File: src/core/uatc_consts.vh
// register map, field positions and reset values of the usb afe test control bank
`ifndef UATC_CONSTS_VH
`define UATC_CONSTS_VH

// bus geometry
`define UATC_ADDR_W            8
`define UATC_DATA_W            32
`define UATC_WORD_ZERO         32'h00000000

// register byte offsets
`define UATC_OFF_LINE_TEST     8'hC4
`define UATC_OFF_UPSTREAM_CTRL 8'hC8
`define UATC_OFF_IRQ_STATUS    8'hD0
`define UATC_OFF_IRQ_CLEAR     8'hD4
`define UATC_OFF_IRQ_ENABLE    8'hD8

// afe_line_test fields
`define UATC_TST_BOOST_HI      10
`define UATC_TST_BOOST_LO      8
`define UATC_TST_PULLUP_BIT    6
`define UATC_TST_PD_PLUS_BIT   5
`define UATC_TST_PD_MINUS_BIT  4
`define UATC_TST_HS_ACT_BIT    1

// afe_upstream_control fields
`define UATC_CTL_HS_TERM_BIT   29
`define UATC_CTL_SQUELCH_BIT   28
`define UATC_CTL_DISC_BIT      27
`define UATC_CTL_SQTUNE_HI     26
`define UATC_CTL_SQTUNE_LO     24

// three-bit analog trims and their fallback value
`define UATC_TRIM_W            3
`define UATC_TRIM_ZERO         3'h0
`define UATC_BIT_ZERO          1'h0

// interrupt status layout
`define UATC_IRQ_W             3
`define UATC_IRQ_ZERO          3'h0
`define UATC_IRQ_DISC_BIT      0
`define UATC_IRQ_SQUELCH_BIT   1
`define UATC_IRQ_RESTORE_BIT   2

// width of the analog status synchroniser
`define UATC_SYNC_W            2

`endif

File: src/core/uatc_regs.v
// usb 2.0 afe line test and upstream control registers with interrupt logic
//
// Design decision made here: strobed register access.
`default_nettype none
`include "uatc_consts.vh"

module uatc_regs (
  // clock and reset
  input  wire                      clk_i,
  input  wire                      rst_i,
  // register port
  input  wire [`UATC_ADDR_W-1:0]   addr_i,
  input  wire [`UATC_DATA_W-1:0]   wdata_i,
  input  wire                      wr_i,
  input  wire                      rd_i,
  output reg  [`UATC_DATA_W-1:0]   rdata_o,
  // configuration image loader
  input  wire                      cfg_load_i,
  input  wire                      cfg_eeprom_present_i,
  input  wire                      cfg_otp_present_i,
  input  wire [`UATC_TRIM_W-1:0]   cfg_drive_boost_i,
  input  wire [`UATC_TRIM_W-1:0]   cfg_squelch_threshold_i,
  input  wire [`UATC_TRIM_W-1:0]   otp_drive_boost_i,
  input  wire [`UATC_TRIM_W-1:0]   otp_squelch_threshold_i,
  // soft resets from the usb core
  input  wire                      usb_reset_i,
  input  wire                      lite_soft_reset_i,
  input  wire                      rst_protect_i,
  // analog front end status and eop timing
  input  wire                      afe_hs_squelch_n_i,
  input  wire                      afe_hs_disconnect_i,
  input  wire                      hs_eop_bit32_i,
  // analog front end controls
  output reg                       pullup_term_en_o,
  output reg                       plus_line_pulldown_en_o,
  output reg                       minus_line_pulldown_en_o,
  output reg                       hs_driver_active_o,
  output reg                       hs_termination_en_o,
  output reg  [`UATC_TRIM_W-1:0]   hs_current_boost_o,
  output reg  [`UATC_TRIM_W-1:0]   squelch_trip_adjust_o,
  // interrupt
  output wire                      irq_o
);

  // synchronised analog status
  wire [`UATC_SYNC_W-1:0]  afe_sync;
  wire                     hs_squelch_n;
  wire                     disc_live;

  // last loaded image values used by soft resets
  reg  [`UATC_TRIM_W-1:0]  boost_restore;
  reg  [`UATC_TRIM_W-1:0]  squelch_restore;

  // captured disconnect flag and squelch history
  reg                      hs_disconnect_flag;
  reg                      squelch_prev;

  // interrupt registers
  reg  [`UATC_IRQ_W-1:0]   irq_status;
  reg  [`UATC_IRQ_W-1:0]   irq_enable;
  reg  [`UATC_IRQ_W-1:0]   irq_events;
  reg  [`UATC_IRQ_W-1:0]   irq_clear;
  reg  [`UATC_IRQ_W-1:0]   next_irq_status;

  // load-time defaults
  reg  [`UATC_TRIM_W-1:0]  boost_default;
  reg  [`UATC_TRIM_W-1:0]  squelch_default;
  reg  [`UATC_TRIM_W-1:0]  next_boost_restore;
  reg  [`UATC_TRIM_W-1:0]  next_squelch_restore;

  // decoded accesses
  wire                     wr_line_test;
  wire                     wr_upstream;
  wire                     wr_irq_clear;
  wire                     wr_irq_enable;
  wire                     soft_restore;
  reg  [`UATC_DATA_W-1:0]  rd_word;

  // squelch and disconnect come from the analog macro, so they are retimed first
  uatc_sync2 #(
    .W (`UATC_SYNC_W)
  ) u_afe_sync (
    .clk_i (clk_i),
    .rst_i (rst_i),
    .d_i   ({afe_hs_squelch_n_i, afe_hs_disconnect_i}),
    .q_o   (afe_sync)
  );

  assign hs_squelch_n = afe_sync[1];
  assign disc_live    = afe_sync[0];

  // address decode; reserved offsets and the status register take no write
  // write strobes for the four writable registers, plus the soft restore
  assign wr_line_test  = wr_i && (addr_i == `UATC_OFF_LINE_TEST);
  assign wr_upstream   = wr_i && (addr_i == `UATC_OFF_UPSTREAM_CTRL);
  assign wr_irq_clear  = wr_i && (addr_i == `UATC_OFF_IRQ_CLEAR);
  assign wr_irq_enable = wr_i && (addr_i == `UATC_OFF_IRQ_ENABLE);
  assign soft_restore  = usb_reset_i || lite_soft_reset_i;

  // default and restore values computed from the image being loaded
  always @* begin
    if (cfg_eeprom_present_i) begin
      boost_default = cfg_drive_boost_i;
    end else if (cfg_otp_present_i) begin
      boost_default = otp_drive_boost_i;
    end else begin
      boost_default = `UATC_TRIM_ZERO;
    end
    if (cfg_eeprom_present_i) begin
      next_boost_restore = cfg_drive_boost_i;
    end else begin
      next_boost_restore = `UATC_TRIM_ZERO;
    end
    if (cfg_eeprom_present_i) begin
      squelch_default = cfg_squelch_threshold_i;
    end else if (cfg_otp_present_i) begin
      squelch_default = otp_squelch_threshold_i;
    end else begin
      squelch_default = `UATC_TRIM_ZERO;
    end
    next_squelch_restore = squelch_default;
  end

  // remember the last loaded image (boost from eeprom only, else zero) so a soft reset can fall back to it
  always @(posedge clk_i or posedge rst_i) begin
    if (rst_i) begin
      boost_restore   <= `UATC_TRIM_ZERO;
      squelch_restore <= `UATC_TRIM_ZERO;
    end else if (cfg_load_i) begin
      boost_restore   <= next_boost_restore;
      squelch_restore <= next_squelch_restore;
    end
  end

  // plain control bits, only the hard reset clears them
  always @(posedge clk_i or posedge rst_i) begin
    if (rst_i) begin
      pullup_term_en_o         <= `UATC_BIT_ZERO;
      plus_line_pulldown_en_o  <= `UATC_BIT_ZERO;
      minus_line_pulldown_en_o <= `UATC_BIT_ZERO;
      hs_driver_active_o       <= `UATC_BIT_ZERO;
      hs_termination_en_o      <= `UATC_BIT_ZERO;
    end else begin
      if (wr_line_test) begin
        pullup_term_en_o         <= wdata_i[`UATC_TST_PULLUP_BIT];
        plus_line_pulldown_en_o  <= wdata_i[`UATC_TST_PD_PLUS_BIT];
        minus_line_pulldown_en_o <= wdata_i[`UATC_TST_PD_MINUS_BIT];
        hs_driver_active_o       <= wdata_i[`UATC_TST_HS_ACT_BIT];
      end
      if (wr_upstream) begin
        hs_termination_en_o <= wdata_i[`UATC_CTL_HS_TERM_BIT];
      end
    end
  end

  // analog trims: image load beats soft restore, which beats a software write
  // so a driver write racing a bus reset cannot leave a stale trim behind
  always @(posedge clk_i or posedge rst_i) begin
    if (rst_i) begin
      hs_current_boost_o    <= `UATC_TRIM_ZERO;
      squelch_trip_adjust_o <= `UATC_TRIM_ZERO;
    end else if (cfg_load_i) begin
      hs_current_boost_o    <= boost_default;
      squelch_trip_adjust_o <= squelch_default;
    end else if (soft_restore) begin
      if (!rst_protect_i) begin
        hs_current_boost_o    <= boost_restore;
        squelch_trip_adjust_o <= squelch_restore;
      end
    end else begin
      if (wr_line_test) begin
        hs_current_boost_o <= wdata_i[`UATC_TST_BOOST_HI:`UATC_TST_BOOST_LO];
      end
      if (wr_upstream) begin
        squelch_trip_adjust_o <= wdata_i[`UATC_CTL_SQTUNE_HI:`UATC_CTL_SQTUNE_LO];
      end
    end
  end

  // disconnect is only meaningful at the 32nd eop bit time, so hold it between
  always @(posedge clk_i or posedge rst_i) begin
    if (rst_i) begin
      hs_disconnect_flag <= `UATC_BIT_ZERO;
      squelch_prev       <= `UATC_BIT_ZERO;
    end else begin
      if (hs_eop_bit32_i) begin
        hs_disconnect_flag <= disc_live;
      end
      squelch_prev <= hs_squelch_n;
    end
  end

  // interrupt events, each a one-cycle pulse
  always @* begin
    irq_events = `UATC_IRQ_ZERO;
    irq_events[`UATC_IRQ_DISC_BIT]    = hs_eop_bit32_i && disc_live;
    irq_events[`UATC_IRQ_SQUELCH_BIT] = hs_squelch_n != squelch_prev;
    irq_events[`UATC_IRQ_RESTORE_BIT] = soft_restore && !cfg_load_i;
  end

  // sticky status: a new event wins over a clear in the same cycle
  always @* begin
    irq_clear = `UATC_IRQ_ZERO;
    if (wr_irq_clear) begin
      irq_clear = wdata_i[`UATC_IRQ_W-1:0];
    end
    next_irq_status = (irq_status & ~irq_clear) | irq_events;
  end

  // status and enable registers
  always @(posedge clk_i or posedge rst_i) begin
    if (rst_i) begin
      irq_status <= `UATC_IRQ_ZERO;
      irq_enable <= `UATC_IRQ_ZERO;
    end else begin
      irq_status <= next_irq_status;
      if (wr_irq_enable) begin
        irq_enable <= wdata_i[`UATC_IRQ_W-1:0];
      end
    end
  end

  // level interrupt while any enabled status bit stands
  assign irq_o = |(irq_status & irq_enable);

  // read mux; unmapped offsets and the clear register read as zero
  always @* begin
    rd_word = `UATC_WORD_ZERO;
    case (addr_i)
      `UATC_OFF_LINE_TEST: begin
        rd_word[`UATC_TST_BOOST_HI:`UATC_TST_BOOST_LO] = hs_current_boost_o;
        rd_word[`UATC_TST_PULLUP_BIT]   = pullup_term_en_o;
        rd_word[`UATC_TST_PD_PLUS_BIT]  = plus_line_pulldown_en_o;
        rd_word[`UATC_TST_PD_MINUS_BIT] = minus_line_pulldown_en_o;
        rd_word[`UATC_TST_HS_ACT_BIT]   = hs_driver_active_o;
      end
      `UATC_OFF_UPSTREAM_CTRL: begin
        rd_word[`UATC_CTL_HS_TERM_BIT] = hs_termination_en_o;
        rd_word[`UATC_CTL_SQUELCH_BIT] = hs_squelch_n;
        rd_word[`UATC_CTL_DISC_BIT]    = hs_disconnect_flag;
        rd_word[`UATC_CTL_SQTUNE_HI:`UATC_CTL_SQTUNE_LO] = squelch_trip_adjust_o;
      end
      `UATC_OFF_IRQ_STATUS: begin
        rd_word[`UATC_IRQ_W-1:0] = irq_status;
      end
      `UATC_OFF_IRQ_ENABLE: begin
        rd_word[`UATC_IRQ_W-1:0] = irq_enable;
      end
      default: begin
        rd_word = `UATC_WORD_ZERO;
      end
    endcase
  end

  // read data stand for exactly the cycle after the strobe, zero otherwise
  always @(posedge clk_i or posedge rst_i) begin
    if (rst_i) begin
      rdata_o <= `UATC_WORD_ZERO;
    end else if (rd_i) begin
      rdata_o <= rd_word;
    end else begin
      rdata_o <= `UATC_WORD_ZERO;
    end
  end

endmodule

`default_nettype wire

File: src/core/uatc_sync2.v
// two-flop synchroniser for levels arriving from the analog front end
`default_nettype none

module uatc_sync2 #(
  parameter W = 1
) (
  // clock and reset
  input  wire         clk_i,
  input  wire         rst_i,
  // asynchronous levels in, synchronised levels out
  input  wire [W-1:0] d_i,
  output reg  [W-1:0] q_o
);

  reg [W-1:0] meta;

  // first stage feeds only the second stage
  always @(posedge clk_i or posedge rst_i) begin
    if (rst_i) begin
      meta <= {W{1'b0}};
      q_o  <= {W{1'b0}};
    end else begin
      meta <= d_i;
      q_o  <= meta;
    end
  end

endmodule

`default_nettype wire

File: config.mk
export PLATFORM = sky130hd
export DESIGN_NAME = uatc_regs
export DESIGN_NICKNAME = d
export VERILOG_FILES = /design/src/core/uatc_regs.v /design/src/core/uatc_sync2.v
export VERILOG_INCLUDE_DIRS = /design/src /design/src/core
export SDC_FILE = /design/constraint.sdc
export NUM_CORES = 1
export LEC_CHECK = 0
export ABC_AREA = 0
export BUFFER_PORTS_ARGS = -buffer_cell sky130_fd_sc_hd__buf_2
export CAP_MARGIN = 20
export CORE_MARGIN = 4
export CORE_UTILIZATION = 35
export CTS_BUF_LIST = sky130_fd_sc_hd__clkbuf_4 sky130_fd_sc_hd__clkbuf_8
export DETAILED_ROUTE_END_ITERATION = 10
export PLACE_DENSITY_LB_ADDON = 0.2
export SLEW_MARGIN = 10
export SYNTH_ARGS = -nofsm -noshare
export SYNTH_HDL_FRONTEND = slang
export SYNTH_SLANG_ARGS = --single-unit
File: constraint.sdc
create_clock -name clk_i -period 1.6 [get_ports clk_i]
set_input_delay 0.24 -clock clk_i [delete_from_list [all_inputs] [get_ports clk_i]]
set_output_delay 0.24 -clock clk_i [all_outputs]
set_load 0.01 [all_outputs]
-- Word-level counts from Yosys, hierarchy flattened
Cells that the tools add are included.
- input bits: 65
- bits in registers: 61
- word-level logic and storage cells: 61
- bitwise operators: 4
- reductions and logical operators: 13
- muxes and demuxes: 21
- equal/unequal tests: 7
- operator list (operator ; number):
    3-bit 2-to-1 mux ; 16
    8-bit equality test (second input constant) ; 5
    30-bit 2-to-1 mux ; 1
    3-bit AND ; 2
    1-bit logical AND ; 6
    6-bit 2-to-1 mux ; 1
    3-bit nonzero test ; 2
    1-bit one-hot mux with 2 select lines ; 2
    2-bit AND reduction ; 2
    3-bit inequality test (second input constant) ; 1
    3-bit NOT ; 1
    3-bit bitwise OR ; 1
    1-bit one-hot mux with 3 select lines ; 1
    3-bit OR reduction ; 1
    1-bit logical NOT ; 1
    1-bit logical OR ; 1
    1-bit inequality test ; 1

-- Logic depth before layout (Yosys ltp)
Gate-level depths: netlist (run 1).
- depth in word-level cells: 6
- mapped depth: 5

-- By module
A second synthesis (run 1) with hierarchy kept.
- cells, all modules: 171
- area total of the unflattened synthesis: 2039.5 µm²
- modules (own cells, without submodules) (module ; times used ; area an instance (µm²) ; cells each):
    uatc_regs ; 1 ; 1935.6 ; 166
    uatc_sync2 ; 1 ; 103.8 ; 5

-- Worst setup path before layout (run 1)
No wires, ideal clock.
- kind: input -> register
- from: input addr_i[1]
- to: register hs_current_boost_o[0]
- setup time: 128 ps
- buffers on the path: 0
- cell stages on the path: 4
- setup slack: 183 ps
- arrival time: 1290 ps
- data required time: 1472 ps
- cell sequence: nor4b_4 > nand3_2 > o21ai_2 > mux2_1
- word-level cells in the longest chain between the ends: 4
- RTL lines (item ; line ; source):
    start, declared ; uatc_regs.v:12 ; input wire [`UATC_ADDR_W-1:0] addr_i,
    8-bit equality test ; - ;
    1-bit logical AND ; uatc_regs.v:94 ; assign wr_line_test = wr_i && (addr_i == `UATC_OFF_LINE_TEST);
    3-bit nonzero test (no line) ; - ;
    2-bit AND reduction (no line) ; - ;
    end signal, assigned ; uatc_regs.v:160 ; hs_current_boost_o <= `UATC_TRIM_ZERO;
    end signal, assigned ; uatc_regs.v:163 ; hs_current_boost_o <= boost_default;
    end signal, assigned ; uatc_regs.v:167 ; hs_current_boost_o <= boost_restore;
    end, declared ; uatc_regs.v:39 ; output reg [`UATC_TRIM_W-1:0] hs_current_boost_o,
Every way passes these cells.
A chain may end at the register's enable or synchronous reset.

-- Final worst setup path (run 1)
- from: register irq_enable[1]
- to: output irq_o
- word-level cells in the longest chain between the ends: 2
- RTL lines (item ; line ; source):
    start, declared ; uatc_regs.v:60 ; reg [`UATC_IRQ_W-1:0] irq_enable;
    start signal, assigned ; uatc_regs.v:214 ; irq_enable <= `UATC_IRQ_ZERO;
    start signal, assigned ; uatc_regs.v:218 ; irq_enable <= wdata_i[`UATC_IRQ_W-1:0];
    3-bit AND ; uatc_regs.v:224 ; assign irq_o = |(irq_status & irq_enable);
    3-bit OR reduction ; uatc_regs.v:224 ;
    end, declared ; uatc_regs.v:42 ; output wire irq_o
Every way passes these cells.

==> results of run 1 <==
## per-layer routing
| layer | vias to the layer above | part of all wire [%] |
|---|---|---|
| li1 | 712 | - |
| met1 | 672 | 42 |
| met2 | 65 | 48 |
| met3 | 7 | 9.6 |
| met4 | 0 | 1.0 |
| met5 | - | 0 |
## layout make-up
type                    count  share of cell area [%]
flip-flops and latches     44                    43.1
clock buffers               6                    3.23
well taps                  72                    3.52
repair buffers             80                    17.0
inverters                   6                   0.881
clock inverters             2                    1.52
multi-input cells         112                    30.7
## power by group through the flow
stage / clock network, mW / registers (mW) / logic (mW)
global route: 0.963 / 1.21 / 0.343
finish: 0.889 / 1.20 / 0.307
floorplan: 0 / 1.23 / 0.183
detailed placement: 0 / 1.23 / 0.309
CTS: 0.914 / 1.21 / 0.312
global placement: 0 / 1.23 / 0.307
## sequential cells by signal, indices dropped and copies added (netlist names), 2 cells and up
signal,cells
squelch_restore,3
squelch_trip_adjust_o,3
rdata_o,15
irq_enable,3
u_afe_sync.q_o,2
u_afe_sync.meta,2
irq_status,3
hs_current_boost_o,3
boost_restore,3
## worst max-delay path, delay by kind of cell, from the launching register on
kind | cells | cell delay [ns]
flip-flops | 1 | 0.41
buffers and inverters | 2 | 0.21
AO/OA/AOI/OAI | 1 | 0.34
## worst paths after layout
kind | from | to | slack (ns) | cells after the start
hold / removal | afe_hs_squelch_n_i | u_afe_sync.meta[1] | 0.05 | 1
max in group asynchronous | rst_i | irq_status[2] | 0.88 | 4
setup / recovery | irq_enable[1] | irq_o | 0.11 | 3
min in group asynchronous | rst_i | rdata_o[6] | 0.52 | 4
setup reg to reg | squelch_restore[1] | squelch_trip_adjust_o[1] | 0.57 | 3
hold reg to reg | u_afe_sync.meta[1] | u_afe_sync.q_o[1] | 0.35 | 0
## cell usage in the layout (no fill, tap or decap), drive strengths merged, types with 2 or more instances in the layout
cell / count
buf: 79
dfrtp: 44
conb: 17
mux2: 16
and2: 12
nand2: 9
nand3: 9
mux2i: 8
clkbuf: 6
inv: 6
nor2: 6
o21ai: 5
and3: 4
a22oi: 3
a221oi: 3
a31oi: 3
a21oi: 3
a22o: 2
nor4b: 2
## logic make-up after synthesis
logic type                after synthesis  share of synthesized area (%)
buffers and inverters                  27                           8.41
AOI/OAI and AO/OA                      23                           8.28
DFF                                    44                           55.2
other                                   1                          0.188
xor gates and xnor gates                1                          0.439
muxes                                  24                           13.0
and+or+nand+nor                        47                           14.4
## per-stage QoR
stage	hold slack [ns]	instances
after floorplan	0.271	183
after global placement	0.292	313
after detailed placement	0.299	313
after CTS	0.0361	322
after global routing	0.0347	322
final	0.0461	322
==> results.py, run 1 <==
metrics = {
    "grt": {
        "grt_max_degree": 45,
        "grt_pass1_wl_microns": 7160,
        "use_met2_pct": 20.3,
        "grt_overflow": 0,
        "antenna_found_initial": 0,
        "use_met3_pct": 4.74,
        "top_usage_layer": "met2",
        "gr-usage-met1_pct": 16.2,
        "grt_pass1_vias": 1520,
        "grt_usage_pct": 12.6,
    },
    "yosys": {
        "synth-seq-cells": 44,
        "synthTopCellsByCount": "dfrtp_1 (44), buf_4 (17), mux2_2 (13), and2_1 (12), nand2_1 (9)",
        "yosysTopAreaCell": "dfrtp_1",
        "synth_top_area_share_pct": 55.2,
        "synth_cells": 167,
        "synth_area_per_cell_sq_um": 11.9,
        "synth_cell_types": 36,
        "yosys_warnings": 0,
        "synthArstFlopShare_pct": 100,
        "synth_most_common_cell": "dfrtp_1",
        "ys.flop_type": "dfrtp_1",
        "synthTopCellsByArea": "dfrtp_1 (55%), mux2_2 (7.3%), buf_4 (6.4%)",
        "synth_edf_count": 0,
        "syn-cell-area_sq_um": 1990,
        "seq_area_frac_synth_pct": 55.2,
    },
    "routing": {
        "route.detailed.drc": 0,
        "vias": 1456,
        "wl_per_cell_microns": 13.6,
        "viasPerCell": 4.52,
        "first_pass_iters": 4,
        "drt-total-wl_microns": 4390,
        "ant_nets": 0,
        "drt_iter0_drc": 47,
    },
    "power": {
        "p_leak_nw": 1.35,
        "total_power_mw": 2.40,
        "p_int_mw": 1.82,
        "p_clk_share_pct": 37.0,
        "seqPwrFrac_pct": 50.2,
        "swShare_pct": 24.0,
        "pwr-share-comb_pct": 12.8,
        "p_per_area_nw_per_um2": 939,
        "switching_power_uw": 577,
        "max-vdd-ir-drop_uv": 494,
    },
    "sta": {
        "clock.fmax_ghz": 0.673,
        "slew_viol_final": 0,
        "setup_viol": 0,
        "final_hold_viol_count": 0,
        "setup_slack_ns": 0.114,
        "rsz0062_at_grt": "no",
        "period_minus_slack_ns": 1.49,
        "tns_ns": 0,
        "finalClockSkew_ns": 0.00734,
        "period_share_pct": 92.8,
    },
    "floorplan": {
        "die_h_microns": 83.5,
        "floorplan.initialDensity_pct": 36.2,
        "num_rows": 27,
        "io_pins": 109,
        "core_area_sq_um": 5510,
        "die-area_sq_um": 6970,
        "fp.dieW_microns": 83.5,
    },
    "finish": {
        "multi_input_area_sq_um": 786,
        "area_growth_pct": 28.2,
        "fin_util_pct": 46.4,
        "ff_latch_area_sq_um": 1100,
        "drive_gt1_share_pct": 44.0,
        "fin_area_sq_um": 2560,
        "finish.net_count": 314,
        "antenna_cells": 0,
        "fillers": 548,
    },
    "worst_setup_path": {
        "crit_arrival_ns": 1.25,
        "start_kind": "register",
        "required_ns": 1.36,
        "crit_type": "reg -> out",
        "cpPeakStageDelay_ns": 0.41,
        "crit_fanout": 3,
        "critPathCaptureType": "output port",
        "cp_cell_sequence": "a222oi_1, inv_1, buf_2",
        "cp_slowest_cell": "dfrtp_1",
    },
    "clocking": {
        "path_clk_slew_ns": 0.09,
        "cts.sinks": 44,
        "ctsResizeCount": 0,
        "htree_num_levels": 2,
        "cts-buffers-inserted": 5,
        "cts_setup_buffers": 0,
        "cts_hold_buf": 1,
        "cts_tree": "built",
        "root_buffer": "clkbuf_8",
        "cts.path.max_buffers": 2,
        "clock_latency_ns": 0.30,
    },
    "outcome": {
        "status": "completed",
    },
    "placed_design": {
        "dpl-instance-area_sq_um": 2420,
        "portBuffers": 72,
        "dp.final_hpwl_microns": 3430,
        "gp_routability_congestion": 0.815,
        "place_ws_ns": -0.0404,
    },
    "min_path": {
        "min_path_type": "in -> reg",
    },
    "job": {
        "maxCapViolations": 0,
    },
}
Power figures use the tool's default switching activity.
==> run 2, diff against run 1 <==
SETUP_SLACK_MARGIN = 0.4   (was default)
==> results.py, run 2 (synthesis gave the netlist of run 1 again) <==
metrics = {
    "outcome": {
        "status": "completed",
    },
    "sta": {
        "rsz0062_at_grt": "yes",
        "finalClockSkew_ns": 0.00292,
        "final_hold_viol_count": 0,
        "period_share_pct": 92.8,
        "setup_viol": 0,
        "tns_ns": 0,
        "slew_viol_final": 0,
        "period_minus_slack_ns": 1.48,
        "clock.fmax_ghz": 0.674,
    },
    "finish": {
        "finish.net_count": 320,
        "fillers": 528,
        "fin_area_sq_um": 2700,
        "drive_gt1_share_pct": 46.9,
        "largest_register_ffs": 15,
        "fin_util_pct": 49.1,
        "area_growth_pct": 35.5,
        "antenna_cells": 0,
        "final_common_cell": "buf_2",
        "largest-register": "rdata_o",
        "final_cell_mix": "buf_2 (69), dfrtp_1 (44), conb_1 (17), and2_1 (12), buf_4 (12)",
    },
    "floorplan": {
        "fp.dieW_microns": 83.5,
        "die-area_sq_um": 6970,
        "die_h_microns": 83.5,
        "core_area_sq_um": 5510,
        "num_rows": 27,
        "floorplan.initialDensity_pct": 36.2,
        "io_pins": 109,
    },
    "placed_design": {
        "dp.final_hpwl_microns": 3500,
        "portBuffers": 72,
        "dpl-instance-area_sq_um": 2480,
        "gp_routability_congestion": 0.754,
    },
    "worst_setup_path": {
        "critPathCaptureType": "output port",
        "crit_type": "reg -> out",
        "cp_slowest_cell": "dfrtp_1",
        "regToRegStartpoint": "irq_status[1]",
        "cpPeakStageDelay_ns": 0.39,
        "cp_cell_sequence": "a222oi_1, inv_1, buf_2",
        "required_ns": 1.36,
        "crit_arrival_ns": 1.24,
        "r2r_cells": 4,
        "rr_endpoint": "rdata_o[1]",
        "rrSetupSlack_ns": 0.56,
        "start_kind": "register",
        "crit_fanout": 2,
    },
    "min_path": {
        "min_to": "u_afe_sync.meta[1]",
        "min-delay-start": "afe_hs_squelch_n_i",
        "min_path_cells": 1,
        "min_path_type": "in -> reg",
    },
    "power": {
        "p_leak_nw": 1.42,
        "p_per_area_nw_per_um2": 909,
        "total_power_mw": 2.46,
        "max-vdd-ir-drop_uv": 485,
    },
    "grt": {
        "antenna_found_initial": 0,
        "grt_overflow": 0,
        "grt_max_degree": 29,
        "grt_pass1_wl_microns": 7350,
        "grt_usage_pct": 13.0,
        "grt_pass1_vias": 1532,
    },
    "routing": {
        "vias": 1478,
        "viasPerCell": 4.51,
        "wl_per_cell_microns": 13.6,
        "ant_nets": 0,
        "drt_iter0_drc": 62,
        "first_pass_iters": 4,
        "route.detailed.drc": 0,
        "drt-total-wl_microns": 4470,
    },
    "clocking": {
        "cts-buffers-inserted": 5,
        "cts.sinks": 44,
        "cts.path.max_buffers": 2,
        "path_clk_slew_ns": 0.08,
        "clock_latency_ns": 0.29,
        "cts_tree": "built",
        "root_buffer": "clkbuf_8",
        "htree_num_levels": 2,
    },
    "job": {
        "maxCapViolations": 0,
    },
}
-- run 2: repair_timing --
item	4_1_cts	5_1_grt
endpoints found under the hold margin	16	0
setup buffers	2	2
resized for setup	9	7
pin swaps	6	4
hold buffers	1	0
setup endpoints to repair	7	7
-- run 2: routing by layer --
metal | GRT usage (%) | vias to the layer above | share of wire [%]
met3 | 4.74 | 5 | 9.1
li1 | - | 718 | -
met4 | 3.07 | 0 | 0.67
met1 | 17.0 | 688 | 46
met5 | 0 | - | 0
met2 | 20.7 | 67 | 45
-- run 2: worst max-delay path, delay by kind of cell (launching register included) --
kind	cells	cell delay, ns
buf+inv	2	0.21
compound gates	1	0.36
flops	1	0.39
-- run 2: per-stage QoR --
stage,cells,hold WS [ns],setup slack [ns]
floorplan,183,0.244,0.183
global placement,315,0.261,0.0492
detailed placement,315,0.260,0.0438
CTS,326,0.0398,0.0863
global route,328,0.0357,0.0511
finish,328,0.0532,0.116
-- run 2: final cells by class --
type	instances	area, sq um	share of cell area (%)
clock inverter	1	30.0	1.11
multi-input combinational	112	848	31.4
inverter	6	26.3	0.972
sequential	44	1100	40.7
clock buffer	7	96.3	3.56
tap	72	90.1	3.33
timing repair buffer	86	510	18.9
-- run 2: worst max path at each step --
stage,start,to,slack (ns),cells after the start
after floorplan,addr_i[1],hs_current_boost_o[0],0.18,4
after global placement,addr_i[1],squelch_trip_adjust_o[2],0.05,5
after detailed placement,addr_i[1],hs_current_boost_o[0],0.04,5
after CTS,irq_status[1],irq_o,0.09,3
after global routing,irq_enable[1],irq_o,0.05,3
final,irq_enable[1],irq_o,0.12,3
-- run 2: where the power goes --
group          switching, mW  internal, mW  leakage [nW]
combinational          0.176         0.177         0.797
clock                  0.350         0.551        0.0645
sequential            0.0348          1.17         0.562
total                  0.561          1.90          1.42
